### config.mk
export PLATFORM = sky130hd
export DESIGN_NAME = engine_end_flat
export DESIGN_NICKNAME = d
export VERILOG_FILES = /design/src/include/engine_link_pkg.sv /design/src/include/engine_link_if.sv /design/src/rtl/engine_end.sv /design/src/flat_wrapper.sv
export SDC_FILE = /design/constraint.sdc
export NUM_CORES = 1
export LEC_CHECK = 0
export BUFFER_PORTS_ARGS = -buffer_cell sky130_fd_sc_hd__buf_2
export CORE_AREA = 2 2 99 101
export CTS_CLUSTER_DIAMETER = 80
export DETAILED_ROUTE_END_ITERATION = 12
export DIE_AREA = 0 0 101 103
export HOLD_SLACK_MARGIN = 0.05
export PLACE_DENSITY_LB_ADDON = 0.3
export SETUP_SLACK_MARGIN = 0.5
export SKIP_LAST_GASP = 1
export SYNTH_ARGS = -nofsm -noshare
export SYNTH_HDL_FRONTEND = slang
export SYNTH_SLANG_ARGS = --single-unit
### constraint.sdc
create_clock -name clk -period 2.7 [get_ports clk]
set_clock_uncertainty 0.05 [all_clocks]
set_input_delay 0.135 -clock clk [delete_from_list [all_inputs] [get_ports clk]]
set_output_delay 0.135 -clock clk [all_outputs]
set_load 0.02 [all_outputs]
### src/include/engine_link_pkg.sv
// Purpose: shared constants for the engine command/status link
// Assumes: 125 MHz system clock
// Notes:   serial character is start, 8 data lsb first, odd parity, stop
package engine_link_pkg;
    localparam int          CLK_HZ        = 125_000_000;
    localparam int          BIT_RATE      = 9600;
    // cycles per bit, rounded down so the character never runs long
    localparam int          BIT_CYCLES    = CLK_HZ / BIT_RATE;
    localparam int          HALF_CYCLES   = BIT_CYCLES / 2;
    localparam int          DATA_BITS     = 8;
    localparam int          CNT_W         = 14;
    localparam logic        LINE_IDLE     = 1'b1;
    localparam logic        START_LEVEL   = 1'b0;
    localparam logic [7:0]  CMD_INIT      = 8'h00;
    // odd parity: data plus parity bit holds an odd count of ones
    function automatic logic oddParity(input logic [7:0] d);
        return ~(^d);
    endfunction : oddParity
endpackage : engine_link_pkg

### src/include/engine_link_if.sv
// Purpose: wires between the video controller and the print engine
// Assumes: all lines synchronous to clk, true-high levels inside the chip
// Notes:   pad inversion of the -N pins is outside this interface
`timescale 1ns/1ns
interface engine_link_if;
    logic commandLine;   // controller to engine serial, idles high
    logic statusLine;    // engine to controller serial, idles high
    logic engine_ready;
    logic print_request;
    logic keyChange;
    logic vsync;
    logic hsync;
    logic video;
    modport engine (input commandLine, print_request, hsync, video,
                    output statusLine, engine_ready, keyChange, vsync);
    modport controller (output commandLine, print_request, hsync, video,
                        input statusLine, engine_ready, keyChange, vsync);
endinterface : engine_link_if

### src/rtl/engine_end.sv
// Purpose: print engine end of the command/status and video link
// Assumes: one clock, synchronous active-high reset
// Notes:   one uart core per end; no buffering of video
`timescale 1ns/1ns
module engine_end #(
    parameter int BIT_CYCLES = engine_link_pkg::BIT_CYCLES  // clocks per serial bit
) (
    input  wire logic       clk,
    input  wire logic       reset,
    engine_link_if.engine   link,
    input  wire logic       engineOk,     // mechanics warmed up and able
    input  wire logic [3:0] keySwitches,  // control panel key levels
    input  wire logic       pageStart,    // one-cycle pulse: page top reached
    input  wire logic [7:0] statusData,   // reply byte for the current command
    input  wire logic       statusSend,   // pulse: send reply now
    output logic            statusBusy,
    output logic [7:0]      cmdData,
    output logic            cmdValid,     // pulse: good command received
    output logic            cmdError,     // pulse: character discarded
    output logic            linkUp,       // initialize command seen
    output logic            awaitReply,   // command taken, reply owed
    output logic            laserOn,
    output logic            lineStart     // hsync registered for scan timing
);
    logic       txLine;
    logic       txBusy;
    logic [7:0] rxByte;
    logic       rxValid;
    logic       rxErr;
    logic [3:0] keyPrev_reg;
    logic       gotInit_reg;
    logic       replyOwed_reg;

    uart_core #(
        .BIT_CYCLES (BIT_CYCLES)
    ) u_uart (
        .clk     (clk),
        .reset   (reset),
        .rxLine  (link.commandLine),
        .txData  (statusData),
        .txStart (statusSend & replyOwed_reg),
        .txLine  (txLine),
        .txBusy  (txBusy),
        .rxData  (rxByte),
        .rxValid (rxValid),
        .rxError (rxErr)
    );

    // status line only carries replies owed to a command
    always_ff @(posedge clk) begin
        if (reset) begin
            replyOwed_reg <= 1'b0;
        end else if (rxValid) begin
            replyOwed_reg <= 1'b1;
        end else if (statusSend) begin
            replyOwed_reg <= 1'b0;
        end
    end

    // link counts as up once the initialize command arrives
    always_ff @(posedge clk) begin
        if (reset) begin
            gotInit_reg <= 1'b0;
        end else if (rxValid && rxByte == engine_link_pkg::CMD_INIT) begin
            gotInit_reg <= 1'b1;
        end
    end

    // discrete outputs, all registered
    always_ff @(posedge clk) begin
        if (reset) begin
            link.statusLine   <= engine_link_pkg::LINE_IDLE;
            link.engine_ready <= 1'b0;
            link.keyChange    <= 1'b0;
            link.vsync        <= 1'b0;
            keyPrev_reg       <= 4'h0;
        end else begin
            link.statusLine   <= txLine;
            link.engine_ready <= engineOk;
            keyPrev_reg       <= keySwitches;
            // sticky until the controller reads status by a command
            if (keySwitches != keyPrev_reg) begin
                link.keyChange <= 1'b1;
            end else if (rxValid) begin
                link.keyChange <= 1'b0;
            end
            link.vsync        <= pageStart & link.print_request;
        end
    end

    // user side outputs
    always_ff @(posedge clk) begin
        if (reset) begin
            cmdData    <= 8'h00;
            cmdValid   <= 1'b0;
            cmdError   <= 1'b0;
            linkUp     <= 1'b0;
            awaitReply <= 1'b0;
            statusBusy <= 1'b0;
            laserOn    <= 1'b0;
            lineStart  <= 1'b0;
        end else begin
            cmdData    <= rxByte;
            cmdValid   <= rxValid;
            cmdError   <= rxErr;
            linkUp     <= gotInit_reg;
            awaitReply <= replyOwed_reg;
            statusBusy <= txBusy;
            laserOn    <= link.video;
            lineStart  <= link.hsync;
        end
    end
endmodule : engine_end

// shared serial engine: one transmitter, one receiver
module uart_core #(
    parameter int BIT_CYCLES = engine_link_pkg::BIT_CYCLES
) (
    input  wire logic       clk,
    input  wire logic       reset,
    input  wire logic       rxLine,
    input  wire logic [7:0] txData,
    input  wire logic       txStart,
    output logic            txLine,
    output logic            txBusy,
    output logic [7:0]      rxData,
    output logic            rxValid,
    output logic            rxError
);
    localparam logic [13:0] BIT_END  = 14'(BIT_CYCLES - 1);
    localparam logic [13:0] HALF_END = 14'(BIT_CYCLES / 2 - 1);
    logic [10:0] txShift_reg;
    logic [3:0]  txCount_reg;
    logic [13:0] txTimer_reg;
    logic [13:0] rxTimer_reg;
    logic [3:0]  rxCount_reg;
    logic [9:0]  rxShift_reg;
    logic        rxActive_reg;

    // transmitter: frame held as shift word, lsb leaves first
    always_ff @(posedge clk) begin
        if (reset) begin
            txShift_reg <= 11'h7FF;
            txCount_reg <= 4'h0;
            txTimer_reg <= 14'h0000;
            txBusy      <= 1'b0;
            txLine      <= 1'b1;
        end else if (!txBusy) begin
            txLine <= engine_link_pkg::LINE_IDLE;
            if (txStart) begin
                txShift_reg <= {1'b1, engine_link_pkg::oddParity(txData), txData, 1'b0};
                txCount_reg <= 4'hB;
                txTimer_reg <= 14'h0000;
                txBusy      <= 1'b1;
            end
        end else begin
            txLine <= txShift_reg[0];
            if (txTimer_reg == BIT_END) begin
                txTimer_reg <= 14'h0000;
                txShift_reg <= {1'b1, txShift_reg[10:1]};
                txCount_reg <= txCount_reg - 4'h1;
                if (txCount_reg == 4'h1) begin
                    txBusy <= 1'b0;
                end
            end else begin
                txTimer_reg <= txTimer_reg + 14'h0001;
            end
        end
    end

    // receiver: find start edge, sample mid bit
    always_ff @(posedge clk) begin
        if (reset) begin
            rxActive_reg <= 1'b0;
            rxTimer_reg  <= 14'h0000;
            rxCount_reg  <= 4'h0;
            rxShift_reg  <= 10'h000;
            rxData       <= 8'h00;
            rxValid      <= 1'b0;
            rxError      <= 1'b0;
        end else begin
            rxValid <= 1'b0;
            rxError <= 1'b0;
            if (!rxActive_reg) begin
                if (rxLine == engine_link_pkg::START_LEVEL) begin
                    rxActive_reg <= 1'b1;
                    rxTimer_reg  <= 14'h0000;
                    rxCount_reg  <= 4'h0;
                end
            end else if ((rxCount_reg == 4'h0 && rxTimer_reg == HALF_END) ||
                         (rxCount_reg != 4'h0 && rxTimer_reg == BIT_END)) begin
                rxTimer_reg <= 14'h0000;
                rxCount_reg <= rxCount_reg + 4'h1;
                if (rxCount_reg == 4'h0) begin
                    // glitch rather than start bit: back to idle
                    if (rxLine != engine_link_pkg::START_LEVEL) begin
                        rxActive_reg <= 1'b0;
                    end
                end else if (rxCount_reg == 4'hA) begin
                    rxActive_reg <= 1'b0;
                    // bad parity or missing stop discards the byte
                    if (rxLine && (^rxShift_reg[9:1]) == 1'b1) begin
                        rxData  <= rxShift_reg[8:1];
                        rxValid <= 1'b1;
                    end else begin
                        rxError <= 1'b1;
                    end
                end else begin
                    rxShift_reg <= {rxLine, rxShift_reg[9:1]};
                end
            end else begin
                rxTimer_reg <= rxTimer_reg + 14'h0001;
            end
        end
    end
endmodule : uart_core

### src/flat_wrapper.sv
// flat-port wrapper written by rule: the top's interface ports become plain ports
module engine_end_flat 
#(
    parameter int BIT_CYCLES = engine_link_pkg::BIT_CYCLES                          
)
  (clk, reset, engineOk, keySwitches, pageStart, statusData, statusSend, statusBusy, cmdData, cmdValid, cmdError, linkUp, awaitReply, laserOn, lineStart, link_commandLine, link_print_request, link_hsync, link_video, link_statusLine, link_engine_ready, link_keyChange, link_vsync);
  engine_link_if link_i ();
  input  wire logic clk;
  input  wire logic reset;
  input  wire logic engineOk;
  input  wire logic [3:0] keySwitches;
  input  wire logic pageStart;
  input  wire logic [7:0] statusData;
  input  wire logic statusSend;
  output logic statusBusy;
  output logic [7:0] cmdData;
  output logic cmdValid;
  output logic cmdError;
  output logic linkUp;
  output logic awaitReply;
  output logic laserOn;
  output logic lineStart;
  input wire logic [$bits(link_i.commandLine)-1:0] link_commandLine;
  input wire logic [$bits(link_i.print_request)-1:0] link_print_request;
  input wire logic [$bits(link_i.hsync)-1:0] link_hsync;
  input wire logic [$bits(link_i.video)-1:0] link_video;
  output wire logic [$bits(link_i.statusLine)-1:0] link_statusLine;
  output wire logic [$bits(link_i.engine_ready)-1:0] link_engine_ready;
  output wire logic [$bits(link_i.keyChange)-1:0] link_keyChange;
  output wire logic [$bits(link_i.vsync)-1:0] link_vsync;
  assign link_i.commandLine = link_commandLine;
  assign link_i.print_request = link_print_request;
  assign link_i.hsync = link_hsync;
  assign link_i.video = link_video;
  assign link_statusLine = link_i.statusLine;
  assign link_engine_ready = link_i.engine_ready;
  assign link_keyChange = link_i.keyChange;
  assign link_vsync = link_i.vsync;
  engine_end #(.BIT_CYCLES(BIT_CYCLES)) u_core (.clk(clk), .reset(reset), .link(link_i), .engineOk(engineOk), .keySwitches(keySwitches), .pageStart(pageStart), .statusData(statusData), .statusSend(statusSend), .statusBusy(statusBusy), .cmdData(cmdData), .cmdValid(cmdValid), .cmdError(cmdError), .linkUp(linkUp), .awaitReply(awaitReply), .laserOn(laserOn), .lineStart(lineStart));
endmodule
[After elaboration in Yosys (flattened, before gate mapping)]
Cells that the tools add are included.
Cells by class
  add/sub/neg operators: 4
  equal/unequal tests: 9
  muxes and demuxes: 30
  bitwise gates (word level): 8
  reduce and logical (&&, ||, !) cells: 19
Operators by type and width (count)
  2-to-1 mux 14 bit: 6
  2-to-1 mux 11 bit: 3
  adder 14 x 1 -> 14 bit, second input constant: 2
  == test 14 bit, second input constant: 2
  2-to-1 mux 4 bit: 6
  2-to-1 mux 1 bit: 15
  == test 14 x 13 -> 1 bit, second input constant: 1
  XOR reduction 9 bit: 1
  zero test 8 bit: 1
  XOR reduction 8 bit: 1
  inequality test 2 x 1 -> 1 bit, second input constant: 3
  NOT 1 bit: 6
  nonzero test 2 bit: 3
  AND reduction 5 bit: 1
  OR reduction 5 bit: 1
  adder 4 x 1 -> 4 bit, second input constant: 1
  == test 4 x 1 -> 1 bit, second input constant: 1
  == test 4 bit, second input constant: 1
  logical AND 1 bit: 4
  zero test 4 bit: 1
  inequality test 4 bit: 1
  AND reduction 2 bit: 2
  AND reduction 4 bit: 1
  nonzero test 4 bit: 1
  4 further kinds: 5
Word-level totals
  register bits: 95
  input bits: 21
  output and inout port bits: 19
  logic and storage cells: 97

[Logic depth before layout (Yosys ltp)]
Gate-level depths: netlist of the first run.
  depth after elaboration: 5
  gate-level depth with buffers: 9
  mapped depth without buffers: 8

[Hierarchy]
Synthesis of the first run repeated with hierarchy kept, for this count alone.
Second synthesis, totals
  cell total of the unflattened synthesis: 473
  area, all modules: 4381.7 µm²
Modules (own cells, without submodules)
  uart_core: times used 1, cells an instance 410, area an instance 3634.7 µm², sequential area each 1361.3 µm²
  engine_end: times used 1, cells an instance 63, area an instance 747.0 µm², sequential area each 500.5 µm²

[Worst setup path before layout of the first run]
No wires, ideal clock.
  kind: reg2reg
  start point: register u_core.u_uart.rxCount_reg[0]
  end point: register u_core.u_uart.rxTimer_reg[13]
  library setup time: 128 ps
  data arrival time: 1919 ps
  path slack: 604 ps
  cell stages (with the launch flop): 10
  buffers on the path: 1
  cells stage by stage: dfxtp_1 > inv_1 > ha_1 > nor3b_2 > nand4_1 > o41ai_4 > nor2_4 > buf_6 > a22oi_1 > nor2_1
On the way
  cells in the longest elaborated chain, start to end: 5
  elaborated cells on any way between the ends: 7
  those cells by class: mux (2); reduce/logical (5)
Ends and longest elaborated chain
  from (decl): RTL line engine_end.sv:136  | logic [3:0] rxCount_reg;
  from (signal assigned): RTL line engine_end.sv:193  | rxCount_reg <= rxCount_reg + 4'h1;
  zero test 4 bit / nonzero test 4 bit (equally long branches): RTL line engine_end.sv:190, engine_end.sv:191
  logical AND 1 bit, on equally long branches: RTL line engine_end.sv:190, engine_end.sv:191
  logical OR 1 bit (*): RTL line engine_end.sv:190  | end else if ((rxCount_reg == 4'h0 && rxTimer_reg == HALF_END) ||
  2-to-1 mux 14 bit (*): RTL line engine_end.sv:190
  2-to-1 mux 14 bit (*): RTL line engine_end.sv:184  | if (!rxActive_reg) begin
  to (signal assigned): RTL line engine_end.sv:212  | rxTimer_reg <= rxTimer_reg + 14'h0001;
  to (decl): RTL line engine_end.sv:135  | logic [13:0] rxTimer_reg;
Every way passes the cells marked *; elsewhere a longest branch is shown, timed or not.
A chain may end at the register's enable or synchronous reset.

[Worst setup path in the final report of the first run]
  start point: register u_core.u_uart.rxCount_reg[0]
  end point: register u_core.u_uart.rxTimer_reg[11]
The elaborated chain is that of the path after synthesis.

==> impl_metrics.csv, run 1 <==
group,metric,value,unit
sta,fin_setup_tns,0,ns
pwr,leakage,1.84,nW
clocking,clk_latency,0.36,ns
pwr,ir_worst_vdd,0.199,mV
sta,finalSetupViolations,0,
yosys,synth_area,4130,µm²
global_route,antenna_found_initial,0,
sta,worst_slack,0.568,ns
sta,grt_setup_unrepaired,"yes",
place,place_area,4400,µm²
clocking,tritoncts,"built",
routing,drt-initial-drc-count,172,
yosys,synth_nets,468,
floorplanning,boundaryPins,40,
sta,slew_viol_final,0,
clocking,clkSlewWorstSetupHoldPaths,0.09,ns
flow_run,max-cap-violations,0,
outcome,status,"finished clean",
floorplanning,fp.dieW,101,µm
global_route,overflow,0,
routing,wl_per_cell,13.3,µm
setup_path,worstPathMaxFanout,9,
cells_and_area,fin_area,4840,µm²
setup_path,cp_slowest_cell,"or4_1",
cells_and_area,fin_util,51.1,%
floorplanning,core_region_area,9460,µm²
global_route,grt_pass1_vias,2945,
routing,drc,0,
routing,viasPerCell,5.32,
floorplanning,dieHeight,103,µm
floorplanning,dieArea,10400,µm²
place,place_ws,0.376,ns
setup_path,crit_type,"reg2reg",
global_route,met2_usage,27.1,%
sta,fmax,469,MHz
floorplanning,start_util,43.7,%
sta,period_needed,2.13,ns
cells_and_area,fillCellCount,866,
place,dp_hpwl,5230,µm
global_route,grt_util_met3,4.34,%
setup_path,crit_required,2.94,ns
hold_path,min_path_type,"in2reg",
yosys,yosys.area.top_type,"dfxtp_1",
yosys,synthCells,439,
setup_path,cp-end-kind,"flip-flop",
sta,period_share,79.0,%
routing,totalWireLength,8110,µm
routing,dr.pass1.iters,4,
yosys,async_reset_ff_share,0,%
yosys,yosys-top-cells-area,"dfxtp_1 (45%), mux2i_1 (4.1%), nor2_1 (4.1%)",
yosys,seq_area_frac_synth,45.0,%
yosys,synth_top_cell_area_share,45.0,%
sta,worstMarginPinSlew,1.05,ns
pwr,powerDensity,515,nW/µm²
sta,slew_headroom,29.8,%
yosys,yosys_register_bits,93,
cells_and_area,n_antenna_cell,0,
global_route,grt_max_degree,61,
yosys,yosys_most_used_dff,"dfxtp_1",
setup_path,startpoint_type,"flip-flop",
global_route,gr-usage-met1,19.8,%
yosys,synthDistinctLibCells,54,
setup_path,crit_chain,"inv_2 -> ha_4 -> nor3b_4 -> nand4_1 -> nor4_2 -> or2_4 -> buf_4 -> or4_1 -> a31oi_1",
yosys,yosysWarnings,0,
clocking,clockBufferDepth,2,
routing,vias,3237,
yosys,synth_edf_count,0,
setup_path,slowest_delay,0.47,ns
cells_and_area,nNetsFinal,518,
floorplanning,num_rows,36,
cells_and_area,area_growth,17.0,%
clocking,cts-root-buf,"clkbuf_8",
yosys,avgSynthCellArea,9.41,µm²
global_route,grt_usage,16.1,%
clocking,cts-buffers-inserted,9,
place,io_buffers,39,
global_route,grt_pass1_wl,13300,µm
clocking,htree_levels,3,
global_route,busiest_layer,"met2",
place,gp_congestion,0.806,
cells_and_area,drive_gt1_share,19.4,%
clocking,cts_sinks,93,
setup_path,cp_data_arrival_time,2.37,ns
routing,ant_nets,0,
sta,hold_viol,0,
report_power, final:
group          switching, mW  total [mW]  internal, mW  leakage (nW)
Clock                  0.469       0.972         0.503         0.106
Sequential           0.00880        1.39          1.38         0.754
Combinational         0.0748       0.133        0.0582         0.979
synth_stat cells (2+ instances only):
cell and count:
a211o_1 8, nor2b_1 27, and2_1 5, ha_1 8
nand2_1 27, a21oi_1 27, xor2_1 4, and3_1 8
nand4b_1 2, nor3b_1 3, a311oi_1 13, mux2i_1 17
a22oi_1 2, or3_1 4, buf_6 3, nand3b_1 4
inv_1 10, nor2_1 45, nor4bb_1 4, or4_1 3
dfxtp_1 93, nand4_1 3, nand3_1 15, mux2_2 6
o21ai_0 11, o21ai_1 2, a41oi_1 2, mux2_4 3
xnor2_1 15, nor3_1 8, clkbuf_1 16, buf_4 3
a31oi_1 9, a21o_1 3, nor4_1 5, or2_2 3
routing by layer:
layer  share of wire [%]  routed length, µm  vias up
li1                    -                  -     1671
met1                  49               3980     1479
met2                  44               3610       75
met3                 4.8                392       12
met4                 1.6                126        0
met5                   0                  0        -
layout make-up:
type,count,area [µm²],share of cell area [%]
Clock buffer,13,169,3.49
Sequential cell,93,1870,38.7
Tap cell,114,143,2.95
Multi-Input combinational cell,313,2180,45.0
Inverter,10,40.0,0.828
Timing Repair Buffer,62,397,8.20
Clock inverter,3,42.5,0.880
cell families after synthesis:
| logic type | Yosys count | synth area share (%) |
|---|---|---|
| and+or+nand+nor | 175 | 23.4 |
| adders and majority gates | 8 | 2.42 |
| buffers and inverters | 33 | 3.81 |
| xor gates and xnor gates | 20 | 4.57 |
| DFF | 93 | 45.1 |
| AOI/OAI and AO/OA | 84 | 13.9 |
| muxes | 26 | 6.84 |
path summary, 6_finish.rpt:
check | to | slack (ns) | from | cells after the start
max | u_core.u_uart.rxTimer_reg[11] | 0.57 | u_core.u_uart.rxCount_reg[0] | 9
min | u_core.u_uart.txShift_reg[8] | 0.08 | statusData[7] | 4
max reg2reg | u_core.u_uart.rxTimer_reg[11] | 0.57 | u_core.u_uart.rxCount_reg[0] | 9
min reg2reg | u_core.cmdError | 0.40 | u_core.u_uart.rxError | 1
what timing repair did:
| action | CTS | global route |
|---|---|---|
| pin swaps | 2 | 9 |
| setup buffers | 1 | 3 |
| gates cloned | 0 | 1 |
| hold buffers | 11 | 0 |
| setup endpoints to repair | 17 | 40 |
| gates resized for setup | 3 | 19 |
| hold endpoints to repair | 13 | 0 |
worst max-delay path: cells and delay by family, from the launching register on:
family          cells  cell delay (ns)
compound gates      1             0.15
fa+ha+maj           1             0.15
buf+inv             2             0.23
flops               1             0.36
simple gates        5             1.13
per-stage QoR:
stage	power [mW]	instances	hold WS, ns
4_1_cts	2.52	604	0.0718
2_1_floorplan	1.50	439	0.199
3_5_place_dp	1.54	576	0.300
6_report	2.49	608	0.0754
5_1_grt	2.60	608	0.0766
3_3_place_gp	1.54	576	0.297
cells in the final DEF, fill, tap and decap left out, drive strengths merged, types with 5 or more instances in the layout:
master and n:
nor2 46, a31oi 9, dfxtp 93, nor3 8, and3 8, nor4 5, xnor2 15, buf 51
mux2 9, a211o 8, a311oi 13, nand3 15, dlygate4sd3 11, clkbuf 13, ha 8, inv 10
nand2 27, mux2i 17, nor2b 27, and2 5, o21ai 13, a21oi 27
Note: power is estimated with default switching activity, not from simulation.
==> inputs of run 2 (changes only) <==
--- a/config.mk
+++ b/config.mk
@@ -5,11 +5,12 @@
 export SDC_FILE = /design/constraint.sdc
 export NUM_CORES = 1
 export LEC_CHECK = 0
+export ABC_AREA = 1
 export BUFFER_PORTS_ARGS = -buffer_cell sky130_fd_sc_hd__buf_2
-export CORE_AREA = 2 2 99 101
+export CORE_AREA = 2 2 101 103
 export CTS_CLUSTER_DIAMETER = 80
 export DETAILED_ROUTE_END_ITERATION = 12
-export DIE_AREA = 0 0 101 103
+export DIE_AREA = 0 0 103 105
 export HOLD_SLACK_MARGIN = 0.05
 export PLACE_DENSITY_LB_ADDON = 0.3
 export SETUP_SLACK_MARGIN = 0.5
==> constraint.sdc (replaced) <==
create_clock -name clk -period 1.8 [get_ports clk]
set_clock_uncertainty 0.05 [all_clocks]
set_input_delay 0.09 -clock clk [delete_from_list [all_inputs] [get_ports clk]]
set_output_delay 0.09 -clock clk [all_outputs]
set_load 0.02 [all_outputs]
==> run 2 against run 1 <==
Compared with the run above: worst setup slack lost 0.46 ns; final cell count grew 35%; fmax grew 26%; sequential power grew 50%; cell area grew 28%; synthesized area grew 3.0%; global-route usage grew 5.0 points; worst hold slack lost 0.019 ns; flip-flop and latch count is the same; first-iteration DRC count shrank 22%.
==> impl_metrics.csv, run 2 <==
group,metric,value,unit
hold_path,worstHoldStart,"statusData[2]",
hold_path,holdPathEnd,"u_core.u_uart.txShift_reg[3]",
yosys,synth_top_cell_area_share,43.7,%
global_route,grt_max_degree,29,
floorplanning,start_util,44.2,%
global_route,busiest_layer,"met2",
setup_path,crit_required,2.01,ns
place,io_buffers,39,
sta,worstMarginPinSlew,0.461,ns
yosys,avgSynthCellArea,7.46,µm²
sta,hold_viol,0,
floorplanning,fp.dieW,103,µm
yosys,synthCells,571,
clocking,cts-buffers-inserted,9,
setup_path,cp_slowest_cell,"dfxtp_1",
floorplanning,num_rows,36,
yosys,yosys.area.top_type,"dfxtp_1",
sta,hold_ws,0.0567,ns
routing,vias,4236,
floorplanning,core_region_area,9640,µm²
outcome,status,"finished clean",
global_route,grt_usage,21.1,%
sta,fin_setup_tns,0,ns
cells_and_area,layout_common_cells,"nand2_1 (91), dfxtp_1 (71), inv_1 (66)",
routing,viasPerCell,5.15,
hold_path,whs_path_depth,3,
sta,period_needed,1.69,ns
clocking,clockBufferDepth,2,
global_route,grt_util_met3,4.28,%
yosys,synth_area,4260,µm²
clocking,tritoncts,"built",
yosys,seq_area_frac_synth,43.7,%
setup_path,crit_chain,"nand2_2 -> nor3_2 -> nand3_2 -> nand2_4 -> nor2_4 -> buf_12 -> nor2_4 -> inv_4 -> nand3_1 -> a21oi_1",
setup_path,rrSetupSlack,0.11,ns
cells_and_area,n_antenna_cell,0,
pwr,powerDensity,606,nW/µm²
clocking,clk_latency,0.36,ns
routing,ant_nets,0,
yosys,async_reset_ff_share,0,%
sta,grt_setup_unrepaired,"yes",
place,dp_hpwl,6350,µm
cells_and_area,drive_gt1_share,42.8,%
routing,totalWireLength,11800,µm
routing,dr.pass1.iters,4,
yosys,yosys_most_used_dff,"dfxtp_1",
yosys,yosys-top-cells-area,"dfxtp_1 (44%), nand2_1 (10%), inv_1 (7.1%)",
setup_path,startpoint_type,"flip-flop",
setup_path,r2r_cells,10,
routing,drt-initial-drc-count,135,
cells_and_area,fillCellCount,784,
floorplanning,dieArea,10800,µm²
yosys,yosysWarnings,0,
routing,drc,0,
setup_path,worstPathMaxFanout,7,
flow_run,max-cap-violations,0,
sta,fmax,592,MHz
yosys,yosysMostFrequentCell,"nand2_1",
yosys,synth_edf_count,0,
routing,wl_per_cell,14.3,µm
setup_path,cp-end-kind,"flip-flop",
yosys,synthDistinctLibCells,46,
global_route,met2_usage,36.7,%
global_route,grt_pass1_vias,4134,
sta,finalSetupViolations,0,
place,gp_congestion,0.895,
cells_and_area,final_common_cell,"nand2_1",
cells_and_area,fin_util,64.4,%
sta,slew_viol_final,0,
global_route,overflow,0,
setup_path,cp_common_cell,"nor2_4",
yosys,ys_top_cells_by_count,"nand2_1 (119), dfxtp_1 (93), inv_1 (81), a21oi_1 (51), nor2_1 (43)",
setup_path,cp_data_arrival_time,1.90,ns
clocking,cts_sinks,93,
hold_path,min_path_type,"in2reg",
floorplanning,dieHeight,105,µm
floorplanning,boundaryPins,40,
setup_path,rr_endpoint,"u_core.u_uart.rxTimer_reg[6]",
pwr,leakage,2.62,nW
global_route,antenna_found_initial,0,
clocking,htree_levels,3,
setup_path,crit_type,"reg2reg",
yosys,synth_nets,600,
setup_path,slowest_delay,0.40,ns
cells_and_area,nNetsFinal,713,
yosys,yosys_register_bits,93,
sta,period_share,93.9,%
pwr,ir_worst_vdd,0.442,mV
global_route,grt_pass1_wl,18500,µm
cells_and_area,area_growth,45.8,%
clocking,clkSlewWorstSetupHoldPaths,0.10,ns
global_route,gr-usage-met1,25.1,%
clocking,cts-root-buf,"clkbuf_8",
sta,slew_headroom,69.2,%
setup_path,reg2reg_from,"u_core.u_uart.rxTimer_reg[6]",
## run 2: stage by stage
stage	area, µm²	worst slack [ns]	instances	total power, mW
2_1_floorplan	4400	0.262	571	2.25
5_1_grt	6210	-0.0173	822	3.91
6_report	6210	0.110	822	3.76
3_5_place_dp	4780	0.0379	740	2.33
3_3_place_gp	4780	0.0711	740	2.32
4_1_cts	5790	0.140	807	3.76
## run 2: what timing repair did
| action | CTS | global route |
|---|---|---|
| gates cloned | 7 | 0 |
| endpoints found under the setup margin | 67 | 67 |
| hold buffers | 14 | 0 |
| pin swaps | 34 | 43 |
| hold endpoints to repair | 14 | 0 |
| buffers inserted | 30 | 15 |
| resized for setup | 97 | 86 |
## run 2: layer usage
| metal | vias up | wire (µm) |
|---|---|---|
| met2 | 99 | 6350 |
| met4 | 0 | 300 |
| met1 | 2026 | 4750 |
| met3 | 34 | 376 |
| li1 | 2077 | - |
| met5 | - | 0 |
## run 2: kinds of logic (layout without fill, tap and decap cells)
kind of cell             after synthesis  in the layout  share of synthesized area [%]
AND/OR/NAND/NOR                      240            247                           26.3
AO/OA/AOI/OAI                        110            110                           14.3
buffers and inverters                101            212                           9.43
flip-flops                            93             93                           43.7
XOR/XNOR                              19             19                           3.91
adder cells (fa/ha/maj)                8              8                           2.35
## run 2: worst max-delay path by stage
stage / startpoint / to / slack (ns) / cells after the start
3_3_place_gp: u_core.u_uart.txTimer_reg[0] / u_core.u_uart.txTimer_reg[13] / 0.07 / 8
4_1_cts: u_core.u_uart.rxTimer_reg[1] / u_core.u_uart.rxCount_reg[2] / 0.14 / 12
5_1_grt: u_core.u_uart.rxShift_reg[6] / u_core.u_uart.rxData[3] / -0.02 / 11
6_report: u_core.u_uart.rxTimer_reg[6] / u_core.u_uart.rxTimer_reg[6] / 0.11 / 10
3_5_place_dp: u_core.u_uart.txTimer_reg[0] / u_core.u_uart.txTimer_reg[13] / 0.04 / 8
2_1_floorplan: u_core.u_uart.rxCount_reg[1] / u_core.u_uart.rxShift_reg[8] / 0.26 / 10
## run 2: worst max-delay path: cells and delay by family, from the launching register on
family	cells	cell delay (ns)
AO/OA/AOI/OAI	1	0.05
buffers and inverters	2	0.20
flip-flops	1	0.40
AND/OR/NAND/NOR	7	0.87
## run 2: power by group
| group | switching [mW] | internal (mW) | total (mW) |
|---|---|---|---|
| combinational | 0.152 | 0.125 | 0.277 |
| sequential | 0.00997 | 2.07 | 2.08 |
| clock | 0.751 | 0.655 | 1.41 |
| total | 0.913 | 2.85 | 3.76 |
## run 2: cell type report
cell class	count	area (µm²)	share of cell area (%)
multi-input cells	384	2750	44.3
inverters	84	334	5.38
clock buffers	10	128	2.06
repair buffers	112	856	13.8
clock inverters	6	71.3	1.15
flip-flops and latches	93	1900	30.6
well taps	133	166	2.68
==> inputs of run 3 (changes only) <==
--- a/config.mk
+++ b/config.mk
@@ -7,10 +7,10 @@
 export LEC_CHECK = 0
 export ABC_AREA = 1
 export BUFFER_PORTS_ARGS = -buffer_cell sky130_fd_sc_hd__buf_2
-export CORE_AREA = 2 2 101 103
+export CORE_AREA = 2 2 114 116
 export CTS_CLUSTER_DIAMETER = 80
 export DETAILED_ROUTE_END_ITERATION = 12
-export DIE_AREA = 0 0 103 105
+export DIE_AREA = 0 0 116 118
 export HOLD_SLACK_MARGIN = 0.05
 export PLACE_DENSITY_LB_ADDON = 0.3
 export SETUP_SLACK_MARGIN = 0.5
==> run 3 against run 2 <==
Compared with the run above: cell area grew 3.0%; non-clock buffer count grew 9; via count shrank 1.2%; sequential power is essentially flat; clock-buffer cell count is the same; first-iteration DRC count grew 56%; worst hold slack gained 0.010 ns; register-to-register slack is essentially flat.
==> impl_metrics.csv, run 3 (synthesis results as in run 2) <==
group,metric,value,unit
outcome,status,"finished clean",
floorplanning,dieArea,13700,µm²
cells_and_area,layout_common_cells,"nand2_1 (92), dfxtp_1 (67), inv_1 (61)",
routing,vias,4186,
sta,finalSetupViolations,0,
cells_and_area,final_common_cell,"nand2_1",
clocking,htree_levels,3,
sta,grt_setup_unrepaired,"yes",
global_route,antenna_found_initial,0,
floorplanning,fp.dieW,116,µm
sta,fmax,588,MHz
floorplanning,start_util,34.3,%
sta,fin_setup_tns,0,ns
clocking,clkSlewWorstSetupHoldPaths,0.07,ns
pwr,pwr-share-comb,6.3,%
routing,viasPerCell,4.82,
pwr,leakage,2.69,nW
clocking,cts-root-buf,"clkbuf_16",
clocking,cts_sinks,93,
routing,ant_nets,0,
sta,period_needed,1.70,ns
global_route,overflow,0,
global_route,grt_max_degree,37,
clocking,cts-buffers-inserted,9,
routing,drc,0,
hold_path,whs_path_depth,3,
cells_and_area,area_growth,50.1,%
routing,wl_per_cell,13.5,µm
routing,totalWireLength,11700,µm
global_route,grt_pass1_wl,17800,µm
place,io_buffers,39,
sta,worst_slack,0.0984,ns
setup_path,cp-end-kind,"flip-flop",
sta,worstMarginPinSlew,0.497,ns
place,place_ws,0.00354,ns
global_route,grt_usage,16.1,%
cells_and_area,fillCellCount,1165,
global_route,grt_pass1_vias,3987,
setup_path,cp_data_arrival_time,1.88,ns
sta,hold_viol,0,
hold_path,min_path_type,"in2reg",
clocking,clk_latency,0.34,ns
setup_path,worstPathMaxFanout,5,
floorplanning,num_rows,41,
place,gp_congestion,0.819,
place,place_area,4810,µm²
place,dp_hpwl,6450,µm
cells_and_area,nNetsFinal,721,
routing,drt-initial-drc-count,211,
setup_path,startpoint_type,"flip-flop",
setup_path,crit_required,1.98,ns
clocking,clockBufferDepth,2,
cells_and_area,fin_area,6390,µm²
pwr,ir_worst_vdd,0.401,mV
floorplanning,dieHeight,118,µm
setup_path,crit_type,"reg2reg",
pwr,p_sw_share,22.3,%
cells_and_area,n_antenna_cell,0,
clocking,tritoncts,"built",
cells_and_area,drive_gt1_share,42.3,%
setup_path,r2r_cells,10,
flow_run,max-cap-violations,0,
pwr,p_seq_share,46.5,%
pwr,clockPowerShare,47.2,%
routing,dr.pass1.iters,6,
pwr,power.switching,0.995,mW
sta,slew_viol_final,0,
pwr,p_int,3.46,mW
floorplanning,core_region_area,12400,µm²
sta,period_share,94.5,%
floorplanning,boundaryPins,40,
sta,slew_headroom,66.8,%
pwr,powerDensity,697,nW/µm²
==> run 3: changes by cell type in the layout (fill, tap and decap cells not counted), moves of 5 or more <==
cell       delta
a21oi_1      +11
a21oi_2      -11
clkbuf_16     +9
buf_4         +8
clkbuf_8      -8
nor3_2        -6
inv_1         -5
inv_2         +5
==> run 3: worst max-delay path: stages (launching register included) <==
cell	delay [ns]
dfxtp_4	0.35
inv_4	0.06
ha_4	0.15
nand3_4	0.08
nor2_2	0.09
nand3_2	0.10
nand2_4	0.15
buf_12	0.13
nand3b_2	0.11
nor3_1	0.26
a21oi_1	0.06
==> run 3: metrics by stage <==
step | total power, mW | utilization [%] | std cells | hold WS, ns
2_1_floorplan | 2.25 | - | 571 | 0.141
3_3_place_gp | 2.32 | 38.7 | 778 | 0.246
3_5_place_dp | 2.32 | 38.7 | 778 | 0.256
4_1_cts | 4.50 | 47.7 | 847 | 0.0570
5_1_grt | 4.61 | 51.5 | 869 | 0.0991
6_report | 4.45 | 51.5 | 869 | 0.0670
==> run 3: path summary, 6_finish.rpt <==
check	from	end	slack [ns]
setup / recovery	u_core.u_uart.rxCount_reg[0]	u_core.u_uart.rxData[4]	0.1
hold / removal	statusData[2]	u_core.u_uart.txShift_reg[3]	0.07
setup reg to reg	u_core.u_uart.rxCount_reg[0]	u_core.u_uart.rxData[4]	0.1
hold reg to reg	u_core.u_uart.rxError	u_core.cmdError	0.36
==> run 3: layout make-up <==
cell class,count,area [µm²],share of cell area (%)
Tap cell,172,215,3.37
Clock inverter,6,93.8,1.47
Timing Repair Buffer,121,926,14.5
Inverter,84,334,5.23
Clock buffer,10,239,3.74
Multi-Input combinational cell,383,2670,41.7
Sequential cell,93,1920,30.0
==> run 3: power by group through the flow <==
stage,clock (mW),combinational [mW],sequential [mW]
2_1_floorplan,0,0.116,2.14
3_3_place_gp,0,0.187,2.13
3_5_place_dp,0,0.190,2.13
4_1_cts,2.16,0.265,2.08
5_1_grt,2.23,0.309,2.07
6_report,2.10,0.280,2.07
==> run 3: what timing repair did <==
| item | 4_1_cts | 5_1_grt |
|---|---|---|
| pin swaps | 36 | 38 |
| hold buffers | 16 | 0 |
| gates resized for setup | 84 | 95 |
| cloned | 3 | 3 |
| setup buffers | 34 | 19 |
| endpoints found under the hold margin | 10 | 0 |
| endpoints found under the setup margin | 67 | 67 |
==> run 3: metal layers <==
layer | global-route usage, % | up-vias | part of all wire [%] | wire [µm]
met5 | 0 | - | 0 | 0
met4 | 4.09 | 0 | 1.0 | 117
met3 | 4.38 | 9 | 3.9 | 455
met2 | 28.3 | 90 | 52 | 6130
met1 | 19.2 | 1985 | 43 | 5040
li1 | - | 2102 | - | -
